`config.mk`:
```
export PLATFORM = sky130hd
export DESIGN_NAME = atpg_top
export DESIGN_NICKNAME = d
export VERILOG_FILES = /design/src/logic/atpg_pkg.sv /design/src/logic/atpg_prbs.sv /design/src/logic/atpg_top.sv
export VERILOG_INCLUDE_DIRS = /design/src /design/src/logic
export SDC_FILE = /design/constraint.sdc
export NUM_CORES = 1
export LEC_CHECK = 0
export ABC_CLOCK_PERIOD_IN_PS = 6890
export BUFFER_PORTS_ARGS = -buffer_cell sky130_fd_sc_hd__buf_2
export CAP_MARGIN = 20
export CORE_MARGIN = 5
export CORE_UTILIZATION = 44
export CTS_CLUSTER_DIAMETER = 150
export DETAILED_ROUTE_END_ITERATION = 8
export PLACE_DENSITY_LB_ADDON = 0.12
export SYNTH_ARGS = -nofsm -noshare
export SYNTH_HDL_FRONTEND = slang
export SYNTH_SLANG_ARGS = --single-unit
```
`constraint.sdc`:
```
create_clock -name aclk -period 6.89 [get_ports aclk]
set_clock_uncertainty 0.15 [all_clocks]
set_input_delay 0.689 -clock aclk [delete_from_list [all_inputs] [get_ports aclk]]
set_output_delay 0.689 -clock aclk [all_outputs]
set_load 0.01 [all_outputs]
```
`src/logic/atpg_consts.svh`:
```
// Constants for the test pattern generator
// How it works
// Low nibble of control selects normal, midscale, full scales, checkerboard, toggle.
// Mode 0101 outputs the long pseudorandom sequence instead of samples.
// Control bit 5 high holds the long generator in reset.
// Mode 0110 outputs the short pseudorandom sequence instead of samples.
// Control bit 4 high holds the short generator in reset.
// Mode 1000 outputs the four user patterns per the sequencing bit.
// Sequencing bit 7 matters only in user pattern mode.
// Bit 7 low repeats patterns one to four, one cycle each.
// Bit 7 high plays patterns one to four once, then zeros.
// Each pattern comes from a low and high byte register pair.
// Low register gives bits 7:0, high register bits 15:8.
// Reserved control bit 6 reads zero and is not stored.
// Mode change acts next cycle; re-entering user mode restarts at pattern one.
`ifndef ATPG_CONSTS_SVH
`define ATPG_CONSTS_SVH
`define ATPG_IDX_CTRL 12'h550
`define ATPG_IDX_USER_FIRST 12'h551
`define ATPG_IDX_USER_LAST 12'h558
`define ATPG_IDX_SAMPLE_IN 12'h5F0
`define ATPG_IDX_STATUS 12'h5F1
`define ATPG_CTRL_RESET 8'h00
`define ATPG_CTRL_MASK 8'hBF
`define ATPG_BIT_SEQ_ONCE 7
`define ATPG_BIT_LONG_HOLD 5
`define ATPG_BIT_SHORT_HOLD 4
`define ATPG_MODE_NORMAL 4'h0
`define ATPG_MODE_MID 4'h1
`define ATPG_MODE_POS 4'h2
`define ATPG_MODE_NEG 4'h3
`define ATPG_MODE_CHECK 4'h4
`define ATPG_MODE_LONG 4'h5
`define ATPG_MODE_SHORT 4'h6
`define ATPG_MODE_TOGGLE 4'h7
`define ATPG_MODE_USER 4'h8
`define ATPG_WORD_MID 16'h8000
`define ATPG_WORD_POS 16'hFFFF
`define ATPG_WORD_NEG 16'h0000
`define ATPG_WORD_CHECK 16'hAAAA
`define ATPG_WORD_ONES 16'hFFFF
`define ATPG_LONG_SEED 23'h7FFFFF
`define ATPG_SHORT_SEED 9'h1FF
`define ATPG_SLV_OKAY 2'h0
`define ATPG_SLV_ERR 2'h2
`endif

```
`src/logic/atpg_pkg.sv`:
```
// Types for the test pattern generator
package atpg_pkg;
    typedef struct packed {
        logic seq_once;
        logic long_hold;
        logic short_hold;
        logic [3:0] mode;
    } atpg_ctrl_t;
    typedef enum logic [2:0] {
        ATPG_SEQ_IDLE,
        ATPG_SEQ_W1,
        ATPG_SEQ_W2,
        ATPG_SEQ_W3,
        ATPG_SEQ_W4,
        ATPG_SEQ_ZERO
    } atpg_seq_t;
endpackage

```
`src/logic/atpg_prbs.sv`:
```
// Pseudorandom word generator with hold-in-reset
module atpg_prbs #(
    parameter int LEN = 23,
    parameter int TAP = 18,
    parameter logic [LEN-1:0] SEED = '1
) (
    // Clock and reset
    input wire logic aclk,
    input wire logic aresetn,
    // Control
    input wire logic hold,
    // Word out
    output logic [15:0] word
);
    logic [LEN-1:0] state;
    logic [LEN-1:0] next_state;
    logic [15:0] next_word;

    // Advance sixteen bits per cycle, word keeps the newest sixteen
    always_comb begin
        next_state = state;
        next_word = word;
        for (int i = 0; i < 16; i++) begin
            next_word = {next_word[14:0], next_state[LEN-1] ^ next_state[TAP-1]};
            next_state = {next_state[LEN-2:0], next_state[LEN-1] ^ next_state[TAP-1]};
        end
    end

    always_ff @(posedge aclk) begin
        if (!aresetn || hold) begin
            state <= SEED;
            word <= '1;
        end else begin
            state <= next_state;
            word <= next_word;
        end
    end
endmodule

```
`src/logic/atpg_top.sv`:
```
// Test pattern generator with AXI4-Lite control registers
`include "atpg_consts.svh"
module atpg_top (
    // Clock and reset
    input wire logic aclk,
    input wire logic aresetn,
    // Converter samples
    input wire logic [15:0] sample_in,
    input wire logic sample_valid,
    // Output path
    output logic [15:0] data_out,
    output logic data_valid,
    // AXI4-Lite write address
    input wire logic [15:0] s_axi_awaddr,
    input wire logic s_axi_awvalid,
    output logic s_axi_awready,
    // AXI4-Lite write data
    input wire logic [31:0] s_axi_wdata,
    input wire logic [3:0] s_axi_wstrb,
    input wire logic s_axi_wvalid,
    output logic s_axi_wready,
    // AXI4-Lite write response
    output logic [1:0] s_axi_bresp,
    output logic s_axi_bvalid,
    input wire logic s_axi_bready,
    // AXI4-Lite read address
    input wire logic [15:0] s_axi_araddr,
    input wire logic s_axi_arvalid,
    output logic s_axi_arready,
    // AXI4-Lite read data
    output logic [31:0] s_axi_rdata,
    output logic [1:0] s_axi_rresp,
    output logic s_axi_rvalid,
    input wire logic s_axi_rready
);
    // ========================================
    // Registers
    atpg_pkg::atpg_ctrl_t ctrl;
    logic [7:0] user_byte [0:7];
    atpg_pkg::atpg_seq_t seq;
    atpg_pkg::atpg_seq_t next_seq;
    logic [3:0] prev_mode;
    logic toggle;
    logic [15:0] long_word;
    logic [15:0] short_word;
    logic [15:0] next_data;
    logic [15:0] user_word [0:3];

    // ========================================
    // Write channel
    logic aw_held;
    logic w_held;
    logic [15:0] aw_addr;
    logic [7:0] w_byte;
    logic w_lane;
    logic do_write;
    logic [11:0] w_idx;
    logic w_hit;

    assign do_write = aw_held && w_held && !s_axi_bvalid;
    assign w_idx = aw_addr[13:2];
    assign w_hit = (w_idx == `ATPG_IDX_CTRL)
        || (w_idx >= `ATPG_IDX_USER_FIRST && w_idx <= `ATPG_IDX_USER_LAST);

    always_ff @(posedge aclk) begin
        if (!aresetn) begin
            aw_held <= 1'b0;
            aw_addr <= 16'h0000;
            s_axi_awready <= 1'b0;
        end else if (s_axi_awvalid && s_axi_awready) begin
            aw_held <= 1'b1;
            aw_addr <= s_axi_awaddr;
            s_axi_awready <= 1'b0;
        end else if (do_write) begin
            aw_held <= 1'b0;
        end else begin
            s_axi_awready <= !aw_held && !s_axi_awready;
        end
    end

    always_ff @(posedge aclk) begin
        if (!aresetn) begin
            w_held <= 1'b0;
            w_byte <= 8'h00;
            w_lane <= 1'b0;
            s_axi_wready <= 1'b0;
        end else if (s_axi_wvalid && s_axi_wready) begin
            w_held <= 1'b1;
            w_byte <= s_axi_wdata[7:0];
            w_lane <= s_axi_wstrb[0];
            s_axi_wready <= 1'b0;
        end else if (do_write) begin
            w_held <= 1'b0;
        end else begin
            s_axi_wready <= !w_held && !s_axi_wready;
        end
    end

    always_ff @(posedge aclk) begin
        if (!aresetn) begin
            s_axi_bvalid <= 1'b0;
            s_axi_bresp <= `ATPG_SLV_OKAY;
        end else if (do_write) begin
            s_axi_bvalid <= 1'b1;
            s_axi_bresp <= w_hit ? `ATPG_SLV_OKAY : `ATPG_SLV_ERR;
        end else if (s_axi_bready) begin
            s_axi_bvalid <= 1'b0;
        end
    end

    // Control register, reserved bit not stored
    always_ff @(posedge aclk) begin
        if (!aresetn) begin
            ctrl <= atpg_pkg::atpg_ctrl_t'(7'h00);
        end else if (do_write && w_lane && w_idx == `ATPG_IDX_CTRL) begin
            ctrl.seq_once <= w_byte[`ATPG_BIT_SEQ_ONCE];
            ctrl.long_hold <= w_byte[`ATPG_BIT_LONG_HOLD];
            ctrl.short_hold <= w_byte[`ATPG_BIT_SHORT_HOLD];
            ctrl.mode <= w_byte[3:0];
        end
    end

    // User pattern byte registers
    genvar g;
    generate
        for (g = 0; g < 8; g++) begin : gen_user
            always_ff @(posedge aclk) begin
                if (!aresetn) begin
                    user_byte[g] <= 8'h00;
                end else if (do_write && w_lane
                    && w_idx == `ATPG_IDX_USER_FIRST + 12'(g)) begin
                    user_byte[g] <= w_byte;
                end
            end
        end
        for (g = 0; g < 4; g++) begin : gen_word
            assign user_word[g] = {user_byte[2*g+1], user_byte[2*g]};
        end
    endgenerate

    // ========================================
    // Read channel
    logic [11:0] r_idx;
    logic [7:0] ctrl_byte;

    assign r_idx = s_axi_araddr[13:2];
    assign ctrl_byte = {ctrl.seq_once, 1'b0, ctrl.long_hold, ctrl.short_hold,
        ctrl.mode};

    always_ff @(posedge aclk) begin
        if (!aresetn) begin
            s_axi_arready <= 1'b0;
            s_axi_rvalid <= 1'b0;
            s_axi_rdata <= 32'h00000000;
            s_axi_rresp <= `ATPG_SLV_OKAY;
        end else if (s_axi_arvalid && s_axi_arready) begin
            s_axi_arready <= 1'b0;
            s_axi_rvalid <= 1'b1;
            s_axi_rresp <= `ATPG_SLV_OKAY;
            if (r_idx == `ATPG_IDX_CTRL) begin
                s_axi_rdata <= {24'h000000, ctrl_byte};
            end else if (r_idx >= `ATPG_IDX_USER_FIRST && r_idx <= `ATPG_IDX_USER_LAST) begin
                s_axi_rdata <= {24'h000000, user_byte[3'(r_idx - `ATPG_IDX_USER_FIRST)]};
            end else if (r_idx == `ATPG_IDX_SAMPLE_IN) begin
                s_axi_rdata <= {16'h0000, data_out};
            end else if (r_idx == `ATPG_IDX_STATUS) begin
                s_axi_rdata <= {29'h00000000, seq};
            end else begin
                s_axi_rdata <= 32'h00000000;
                s_axi_rresp <= `ATPG_SLV_ERR;
            end
        end else if (s_axi_rvalid) begin
            if (s_axi_rready) begin
                s_axi_rvalid <= 1'b0;
            end
        end else begin
            s_axi_arready <= !s_axi_arready;
        end
    end

    // ========================================
    // Pseudorandom generators
    atpg_prbs #(.LEN(23), .TAP(18), .SEED(`ATPG_LONG_SEED)) u_long (
        .aclk(aclk),
        .aresetn(aresetn),
        .hold(ctrl.long_hold),
        .word(long_word)
    );

    atpg_prbs #(.LEN(9), .TAP(5), .SEED(`ATPG_SHORT_SEED)) u_short (
        .aclk(aclk),
        .aresetn(aresetn),
        .hold(ctrl.short_hold),
        .word(short_word)
    );

    // ========================================
    // User sequence
    always_comb begin
        next_seq = seq;
        if (ctrl.mode != `ATPG_MODE_USER || prev_mode != `ATPG_MODE_USER) begin
            next_seq = atpg_pkg::ATPG_SEQ_W1;
        end else begin
            unique case (seq)
                atpg_pkg::ATPG_SEQ_IDLE: next_seq = atpg_pkg::ATPG_SEQ_W1;
                atpg_pkg::ATPG_SEQ_W1: next_seq = atpg_pkg::ATPG_SEQ_W2;
                atpg_pkg::ATPG_SEQ_W2: next_seq = atpg_pkg::ATPG_SEQ_W3;
                atpg_pkg::ATPG_SEQ_W3: next_seq = atpg_pkg::ATPG_SEQ_W4;
                atpg_pkg::ATPG_SEQ_W4: begin
                    next_seq = ctrl.seq_once ? atpg_pkg::ATPG_SEQ_ZERO
                        : atpg_pkg::ATPG_SEQ_W1;
                end
                atpg_pkg::ATPG_SEQ_ZERO: next_seq = atpg_pkg::ATPG_SEQ_ZERO;
                default: next_seq = atpg_pkg::ATPG_SEQ_IDLE;
            endcase
        end
    end

    always_ff @(posedge aclk) begin
        if (!aresetn) begin
            seq <= atpg_pkg::ATPG_SEQ_IDLE;
            prev_mode <= `ATPG_MODE_NORMAL;
        end else begin
            seq <= (ctrl.mode == `ATPG_MODE_USER) ? next_seq : atpg_pkg::ATPG_SEQ_IDLE;
            prev_mode <= ctrl.mode;
        end
    end

    always_ff @(posedge aclk) begin
        if (!aresetn) begin
            toggle <= 1'b0;
        end else begin
            toggle <= !toggle;
        end
    end

    // ========================================
    // Output word select
    always_comb begin
        next_data = sample_in;
        unique case (ctrl.mode)
            `ATPG_MODE_NORMAL: next_data = sample_in;
            `ATPG_MODE_MID: next_data = `ATPG_WORD_MID;
            `ATPG_MODE_POS: next_data = `ATPG_WORD_POS;
            `ATPG_MODE_NEG: next_data = `ATPG_WORD_NEG;
            `ATPG_MODE_CHECK: next_data = toggle ? ~`ATPG_WORD_CHECK : `ATPG_WORD_CHECK;
            `ATPG_MODE_LONG: next_data = long_word;
            `ATPG_MODE_SHORT: next_data = short_word;
            `ATPG_MODE_TOGGLE: next_data = toggle ? ~`ATPG_WORD_ONES : `ATPG_WORD_ONES;
            `ATPG_MODE_USER: begin
                unique case (next_seq)
                    atpg_pkg::ATPG_SEQ_W1: next_data = user_word[0];
                    atpg_pkg::ATPG_SEQ_W2: next_data = user_word[1];
                    atpg_pkg::ATPG_SEQ_W3: next_data = user_word[2];
                    atpg_pkg::ATPG_SEQ_W4: next_data = user_word[3];
                    default: next_data = 16'h0000;
                endcase
            end
            default: next_data = sample_in;
        endcase
    end

    always_ff @(posedge aclk) begin
        if (!aresetn) begin
            data_out <= 16'h0000;
            data_valid <= 1'b0;
        end else begin
            data_out <= next_data;
            data_valid <= (ctrl.mode == `ATPG_MODE_NORMAL) ? sample_valid : 1'b1;
        end
    end
endmodule

```
* Word level (Yosys, flattened, before mapping)
Memories as Yosys holds them, arrays and structs flattened. Cells that the tools add are included.
Operators by class: add/sub/neg operators 1, magnitude comparators 4, equal/unequal tests 31, muxes and demuxes 58, bitwise operators 41, reduce and logical (&&, ||, !) cells 40
Operators by type and width (count):
- equality test 12 x 11 -> 1 bit (second input constant) | 12
- one-hot mux 16 bit (8 select lines) | 1
- two-way mux 16 bit | 5
- two-way mux 8 bit | 8
- one-hot mux 16 bit (4 select lines) | 1
- two-way mux 1 bit | 34
- XOR 1 bit | 32
- >= comparator 12 x 11 -> 1 bit (second input constant) | 2
- <= comparator 12 x 11 -> 1 bit (second input constant) | 2
- logical AND 1 bit | 19
- one-hot mux 3 bit (6 select lines) | 1
- equality test 4 x 3 -> 1 bit (second input constant) | 4
- equality test 3 x 2 -> 1 bit (second input constant) | 4
- two-way mux 2 bit | 5
- equality test 3 bit (second input constant) | 3
- two-way mux 3 bit | 3
- equality test 4 x 2 -> 1 bit (second input constant) | 2
- logical NOT 1 bit | 8
- inequality test 4 bit (second input constant) | 2
- OR 1 bit | 8
- equality test 3 x 1 -> 1 bit (second input constant) | 2
- nonzero test 2 bit | 3
- OR reduction 2 bit | 3
- equality test 4 x 1 -> 1 bit (second input constant) | 1
- other kinds (7) | 10
Word-level totals: register bits 162, RAM bits 64, output and inout bits 58, word-level logic and storage cells 202, memories 1
Memories:
- user_byte | depth 8, bits a word 8, read ports 9, clocked after Yosys merged registers in 0, wr ports 8, RTL line atpg_top.sv:39 | logic [7:0] user_byte [0:7];

* Depth between registers and ports, before layout
Gate-level depths: netlist of run 1.
depth in word-level cells 8, gate-level depth with buffers 10

* Hierarchy
Synthesis of run 1 repeated with hierarchy kept, for this count alone.
Second synthesis, totals: cells, all modules 826, area total of the unflattened synthesis 8528.2 um^2
Modules (own cells, without submodules):
- atpg_top | instances 1, cells each 692, area each 7088.0 um^2, sequential area each 3483.3 um^2
- atpg_prbs (u_long) | instances 1, cells each 81, area each 867.1 um^2, sequential area each 460.4 um^2
- atpg_prbs (u_short) | instances 1, cells each 53, area each 573.0 um^2, sequential area each 320.3 um^2

* Worst setup path before layout of run 1
No wires, ideal clock.
path kind in2reg, start point input port s_axi_araddr[2], end point register s_axi_rdata[6], library setup time 0.122 ns, arrival 3.366 ns, data required time 6.618 ns, path slack 3.252 ns, cell stages on the path 9, buffers on the path 3, cell sequence clkbuf_1 -> buf_1 -> inv_1 -> ha_1 -> clkbuf_1 -> mux4_2 -> mux2_2 -> and3_1 -> a221o_1
Between the ends: longest elaborated chain between the ends 4, elaborated cells on any way between the ends 10, those cells by class add/sub (1); order compare (2); eq/ne (2); mux (3); reduce/logical (1); memory (1)
Ends and longest elaborated chain:
- start, declared | RTL line atpg_top.sv:27 | input wire logic [15:0] s_axi_araddr,
- subtractor 3 x 1 -> 3 bit (no line), or another cell as far along
- memory read (8 x 8 bit), or another cell as far along
- two-way mux 16 bit | RTL line atpg_top.sv:162 | end else if (r_idx >= `ATPG_IDX_USER_FIRST && r_idx <= `ATPG_IDX_USER_LAST) begin
- two-way mux 16 bit * | RTL line atpg_top.sv:160 | if (r_idx == `ATPG_IDX_CTRL) begin
- end signal, assigned | RTL line atpg_top.sv:161 | s_axi_rdata <= {24'h000000, ctrl_byte};
- end signal, assigned | RTL line atpg_top.sv:163 | s_axi_rdata <= {24'h000000, user_byte[3'(r_idx - `ATPG_IDX_USER_FIRST)]};
- end signal, assigned | RTL line atpg_top.sv:165 | s_axi_rdata <= {16'h0000, data_out};
- end, declared | RTL line atpg_top.sv:31 | output logic [31:0] s_axi_rdata,
Mark *: on every way between the ends. The rest lies on a longest branch, timed or not. A chain may end at the register's enable or synchronous reset.

* Final worst setup path of run 1
Same ends and word-level chain as after synthesis.

==> results.yml, run 1 <==
critical_path:
  worstSetupStartpointType: "input port"
  cp_max_fo: 18
  arrival_ps: 3450
  end_kind: "register"
  critPathKind: "input port to register"
  required_ps: 7070
run_status:
  status: "complete, no violations"
die:
  die-area_mm2: 0.0220
  die_width_um: 148
  pin_count: 150
  core_area_mm2: 0.0188
  start_util: 0.449
  fp.dieH_um: 148
  fp-row-count: 50
synth:
  seq_area_frac_synth: 0.506
  synth_mux_area_frac: 0.0619
  yosys_warnings: 0
  synth_edf_count: 64
  ys.flop_type: "dfxtp_1"
  yosysUniqueCellTypes: 63
  ys_ff_latch: 181
  synth-compound-area-share: 0.157
  synthArstFlopShare: 0
  netlist.top_cell.by_area: "dfxtp_1"
  synth_simple_gate_area_frac: 0.187
  syn_area_per_cell_um2: 10.4
  synth_xor_area_frac: 0.0374
  synth_top_cell_area_share: 0.278
  synth_top_family_by_area: "simple AND/OR/NAND/NOR gates"
  syn_inst: 810
  synthAdderAreaFrac: 0.00446
  synth_area_leaders: "dfxtp_1 (28%), edfxtp_1 (23%), and2_1 (5.6%), nand2_1 (4.7%), mux4_2 (4.3%)"
  syn_area_mm2: 0.00842
routing:
  vias: 6424
  drt-total-wl_um: 23200
  post-route-drc-count: 0
  wl_per_cell_um: 20.3
  firstDrtPassIters: 6
  first_iter_violations: 583
  viasPerCell: 5.64
  ant_nets: 0
global_routing:
  antenna_found_initial: 0
  track_usage: 0.212
  grt_max_degree: 85
  grt_pass1_wl_um: 36200
  grt_pass1_vias: 6409
  overflow: 0
clocking:
  postCtsResizedCells: 0
  post_cts_buffers: 0
  numCtsBuffers: 17
  cts_sinks: 181
  path_clk_slew_ps: 70
  cts_tree: "done"
  root_buffer: "clkbuf_16"
  clk-insertion-delay-late_ps: 440
  htree_levels: 4
  cts_hold_buf: 0
  clock_path_buffers: 2
place:
  place_area_mm2: 0.00902
  io_buffer_count: 96
  place_ws_ps: 3140
  place_congestion: 0.940
  place_hpwl_um: 17600
timing:
  setup-tns-final_ps: 0
  hold_violations: 0
  tightestPinTransition_ps: 1050
  timing.final.crit_share: 0.474
  setup_viol: 0
  rsz0062_at_grt: "false"
  clock.fmax_mhz: 306
  slew-limit-headroom: 0.289
  post-route-min-period_ps: 3270
  slew_viol_final: 0
  fin_ws_ps: 3620
  fin_hold_ws_ps: 309
layout:
  final_cell_area_mm2: 0.00963
  diodes: 0
  finalNetCount: 988
  area_growth_pct: 14.3
  drive_above_1_share: 0.185
  fillers: 1724
power:
  p_per_area_mw_per_mm2: 267
  irDropWorstVdd_v: 0.000177
  p_leak_nw: 3.72
hold_path:
  holdCritPathClass: "register to register"
flow_run:
  cap_violations: 0
-- per-layer routing --
metal / track usage / share of wire / up-vias
met5: 0 / 0 / -
met4: 0.0679 / 0.021 / 0
met3: 0.0481 / 0.074 / 39
met2: 0.347 / 0.46 / 292
met1: 0.281 / 0.44 / 3052
li1: - / - / 3041
-- placed cells by master (no fill, tap or decap), drive strengths merged, types with 14 or more instances in the layout --
cell type,synthesis,layout
nor2b,24,24
and2,79,79
inv,12,20
edfxtp,64,64
a21oi,23,23
clkbuf,38,20
a21boi,24,24
a22o,14,14
o2bb2ai,14,14
mux2i,15,15
xnor2,28,28
buf,27,110
o21ai,26,26
nor2,34,34
conb,1,18
dfxtp,117,117
a22oi,24,24
mux4,16,16
nand2,105,105
o221ai,15,15
-- Yosys cell counts (all sizes together), types with 9 or more instances --
library cell	count
dfxtp	117
clkbuf	38
a21boi	24
o221ai	15
buf	27
xnor2	28
inv	12
o2bb2ai	14
edfxtp	64
and2	79
nor2	34
a22o	14
a211oi	11
nor3b	10
nand2	105
o21ai	26
a21oi	23
nand2b	9
mux2i	15
mux4	16
a22oi	24
nor2b	24
-- cells by family after synthesis --
family                   after synthesis
adder cells (fa/ha/maj)                3
multiplexers                          32
AND/OR/NAND/NOR                      299
other                                  1
XOR/XNOR                              36
buffers and inverters                 77
flip-flops                           181
AO/OA/AOI/OAI                        181
-- sequential cells by signal (all words and copies together), names as in the netlist, 3 cells and up --
| register | count |
|---|---|
| aw_addr | 12 |
| ctrl | 7 |
| data_out | 16 |
| prev_mode | 4 |
| s_axi_rdata | 16 |
| seq | 3 |
| u_long.state | 23 |
| u_short.state | 8 |
| u_short.word | 8 |
| user_byte | 64 |
| w_byte | 8 |
-- critical path, cell delays in order --
cell and delay (ps):
buf_2 410, inv_1 140, ha_1 870, mux4_2 600, mux2_2 300, and3_1 190, a221o_1 250
-- final timing paths --
path                    startpoint          endpoint  slack, ps  cells past startpoint
setup / recovery   s_axi_araddr[2]    s_axi_rdata[6]       3620                      7
hold / removal    u_long.state[20]  u_long.state[13]        310                      2
setup reg to reg           ctrl[3]       data_out[1]       3760                      5
hold reg to reg   u_long.state[20]  u_long.state[13]        310                      2
-- power by group --
group | switching, mW | leakage, nW | total, mW | internal (mW)
Combinational | 0.160 | 1.81 | 0.320 | 0.160
Sequential | 0.0934 | 1.62 | 1.29 | 1.20
Clock | 0.459 | 0.288 | 0.960 | 0.501
Total | 0.712 | 3.72 | 2.57 | 1.86
-- area by class of cell --
cell class              count  area [um^2]  area share
clock buffers              18          450      0.0468
clock inverters            14          134      0.0139
inverters                  12         45.0     0.00468
multi-input cells         569         3850       0.399
flip-flops and latches    181         4260       0.443
well taps                 234          293      0.0304
repair buffers            112          598      0.0621
-- through the flow --
step           power (mW)  cells  utilization
2_1_floorplan        1.53    827            -
3_3_place_gp         1.62   1102        0.480
3_5_place_dp         1.63   1104        0.481
4_1_cts              2.59   1136        0.512
5_1_grt              2.68   1140        0.513
6_report             2.57   1140        0.513
(Power assumes the default switching activity.)
==> inputs of run 2 (changes only) <==
- ABC_CLOCK_PERIOD_IN_PS: 6890 -> 3000
- clock period: 6.89 -> 3 ns (I/O delays scaled with it)
==> run 2 against run 1 <==
- routed wire length up 1.6%
- first-iteration DRC count down 9.4%
- largest cell class unchanged
- register-to-register slack worse by 3500 ps
- final cell count up 3.1%
- highest routed layer unchanged
- worst setup slack worse by 3300 ps
- clock power up 140%
- critical path depth down 2
- sequential power up 130%
- count of clock-buffer cells in the layout up 2
- combinational power up 140%
==> results.yml, run 2 (synthesis gave the netlist of run 1 again) <==
run_status:
  status: "complete, no violations"
power:
  p_leak_nw: 3.90
  power_mw: 6.02
  irDropWorstVdd_v: 0.000415
  p_per_area_mw_per_mm2: 603
die:
  die_width_um: 148
  die-area_mm2: 0.0220
  core_area_mm2: 0.0188
  pin_count: 150
  start_util: 0.449
  fp-row-count: 50
  fp.dieH_um: 148
timing:
  setup-tns-final_ps: 0
  setup_viol: 0
  slew-limit-headroom: 0.455
  clock.fmax_mhz: 369
  hold_violations: 0
  post-route-min-period_ps: 2710
  rsz0062_at_grt: "false"
  slew_viol_final: 0
  timing.final.crit_share: 0.903
  tightestPinTransition_ps: 816
clocking:
  cts_sinks: 181
  clk-insertion-delay-late_ps: 440
  clock_path_buffers: 2
  htree_levels: 4
  numCtsBuffers: 17
  root_buffer: "clkbuf_16"
  cts_tree: "done"
  path_clk_slew_ps: 70
  post_cts_buffers: 0
critical_path:
  cp_cell_sequence: "or4b_2 > a211o_1 > o2bb2ai_1 > a2111oi_0 > a211oi_1"
  critPathKind: "register to register"
  max_stage_delay_ps: 710
  end_kind: "register"
  cp_slowest_cell: "or4b_2"
  required_ps: 3140
  arrival_ps: 2850
  worstSetupStartpointType: "register"
  cp_max_fo: 16
place:
  place_inst: 1121
  place_congestion: 0.875
  place_area_mm2: 0.00916
  place_hpwl_um: 17900
  io_buffer_count: 96
layout:
  layout_common_cells: "dfxtp_1 (117), nand2_1 (105), buf_2 (96)"
  final_cell_area_mm2: 0.00999
  stdcell_count: 1175
  diodes: 0
  drive_above_1_share: 0.192
  finalNetCount: 1023
  top_register: "user_byte"
  reg.largest.list: "user_byte: 64 flops, u_long.state: 23 flops"
  largest_reg_flops: 64
  area_growth_pct: 18.6
  final_common_cell: "dfxtp_1"
global_routing:
  grt_max_degree: 36
  grt_pass1_wl_um: 36700
  antenna_found_initial: 0
  overflow: 0
  track_usage: 0.218
  grt_pass1_vias: 6514
flow_run:
  cap_violations: 0
routing:
  drt-total-wl_um: 23600
  first_iter_violations: 528
  viasPerCell: 5.54
  ant_nets: 0
  post-route-drc-count: 0
  wl_per_cell_um: 20.1
  firstDrtPassIters: 5
  vias: 6509
hold_path:
  holdCritPathClass: "input port to register"
## run 2: what timing repair did
item	4_1_cts	5_1_grt
gates resized for setup	0	0
setup endpoints to repair	0	0
endpoints found under the hold margin	22	0
hold buffers	22	0
## run 2: area by class of cell
class	count	area (um^2)
fillers	1697	8780
inverters	12	45.0
flip-flops and latches	181	4260
clock inverters	12	129
multi-input cells	569	3850
well taps	234	293
repair buffers	147	931
clock buffers	20	478
## run 2: final timing paths
path,slack (ps),endpoint,cells after the start,start
min,10,data_valid,3,sample_valid
min reg2reg,310,u_long.state[13],2,u_long.state[20]
max reg2reg,290,data_out[5],5,prev_mode[1]
max,290,data_out[5],5,prev_mode[1]
## run 2: stage by stage
step / worst slack [ps] / hold WS, ps / utilization
after floorplan: 56.1 / 262 / -
after global placement: 321 / 282 / 0.488
after detailed placement: 339 / 290 / 0.488
after CTS: 324 / 1.57 / 0.532
after global routing: 108 / 31.0 / 0.532
final: 292 / 10.9 / 0.532
## run 2: report_power, final
group	internal [mW]	switching, mW	leakage, nW
Sequential	2.76	0.216	1.62
Combinational	0.394	0.368	1.97
Clock	1.27	1.02	0.304
## run 2: critical path, delay by kind of cell (launching register included)
kind,cells,cell delay (ps)
flip-flops,1,310
AND/OR/NAND/NOR,1,710
AO/OA/AOI/OAI,4,1390
## run 2: layer usage
layer,global-route usage,vias up,wire length [um]
met1,0.293,3146,10400
met3,0.0433,38,1530
li1,-,3110,-
met5,0,-,0
met4,0.0790,0,567
met2,0.354,215,11000
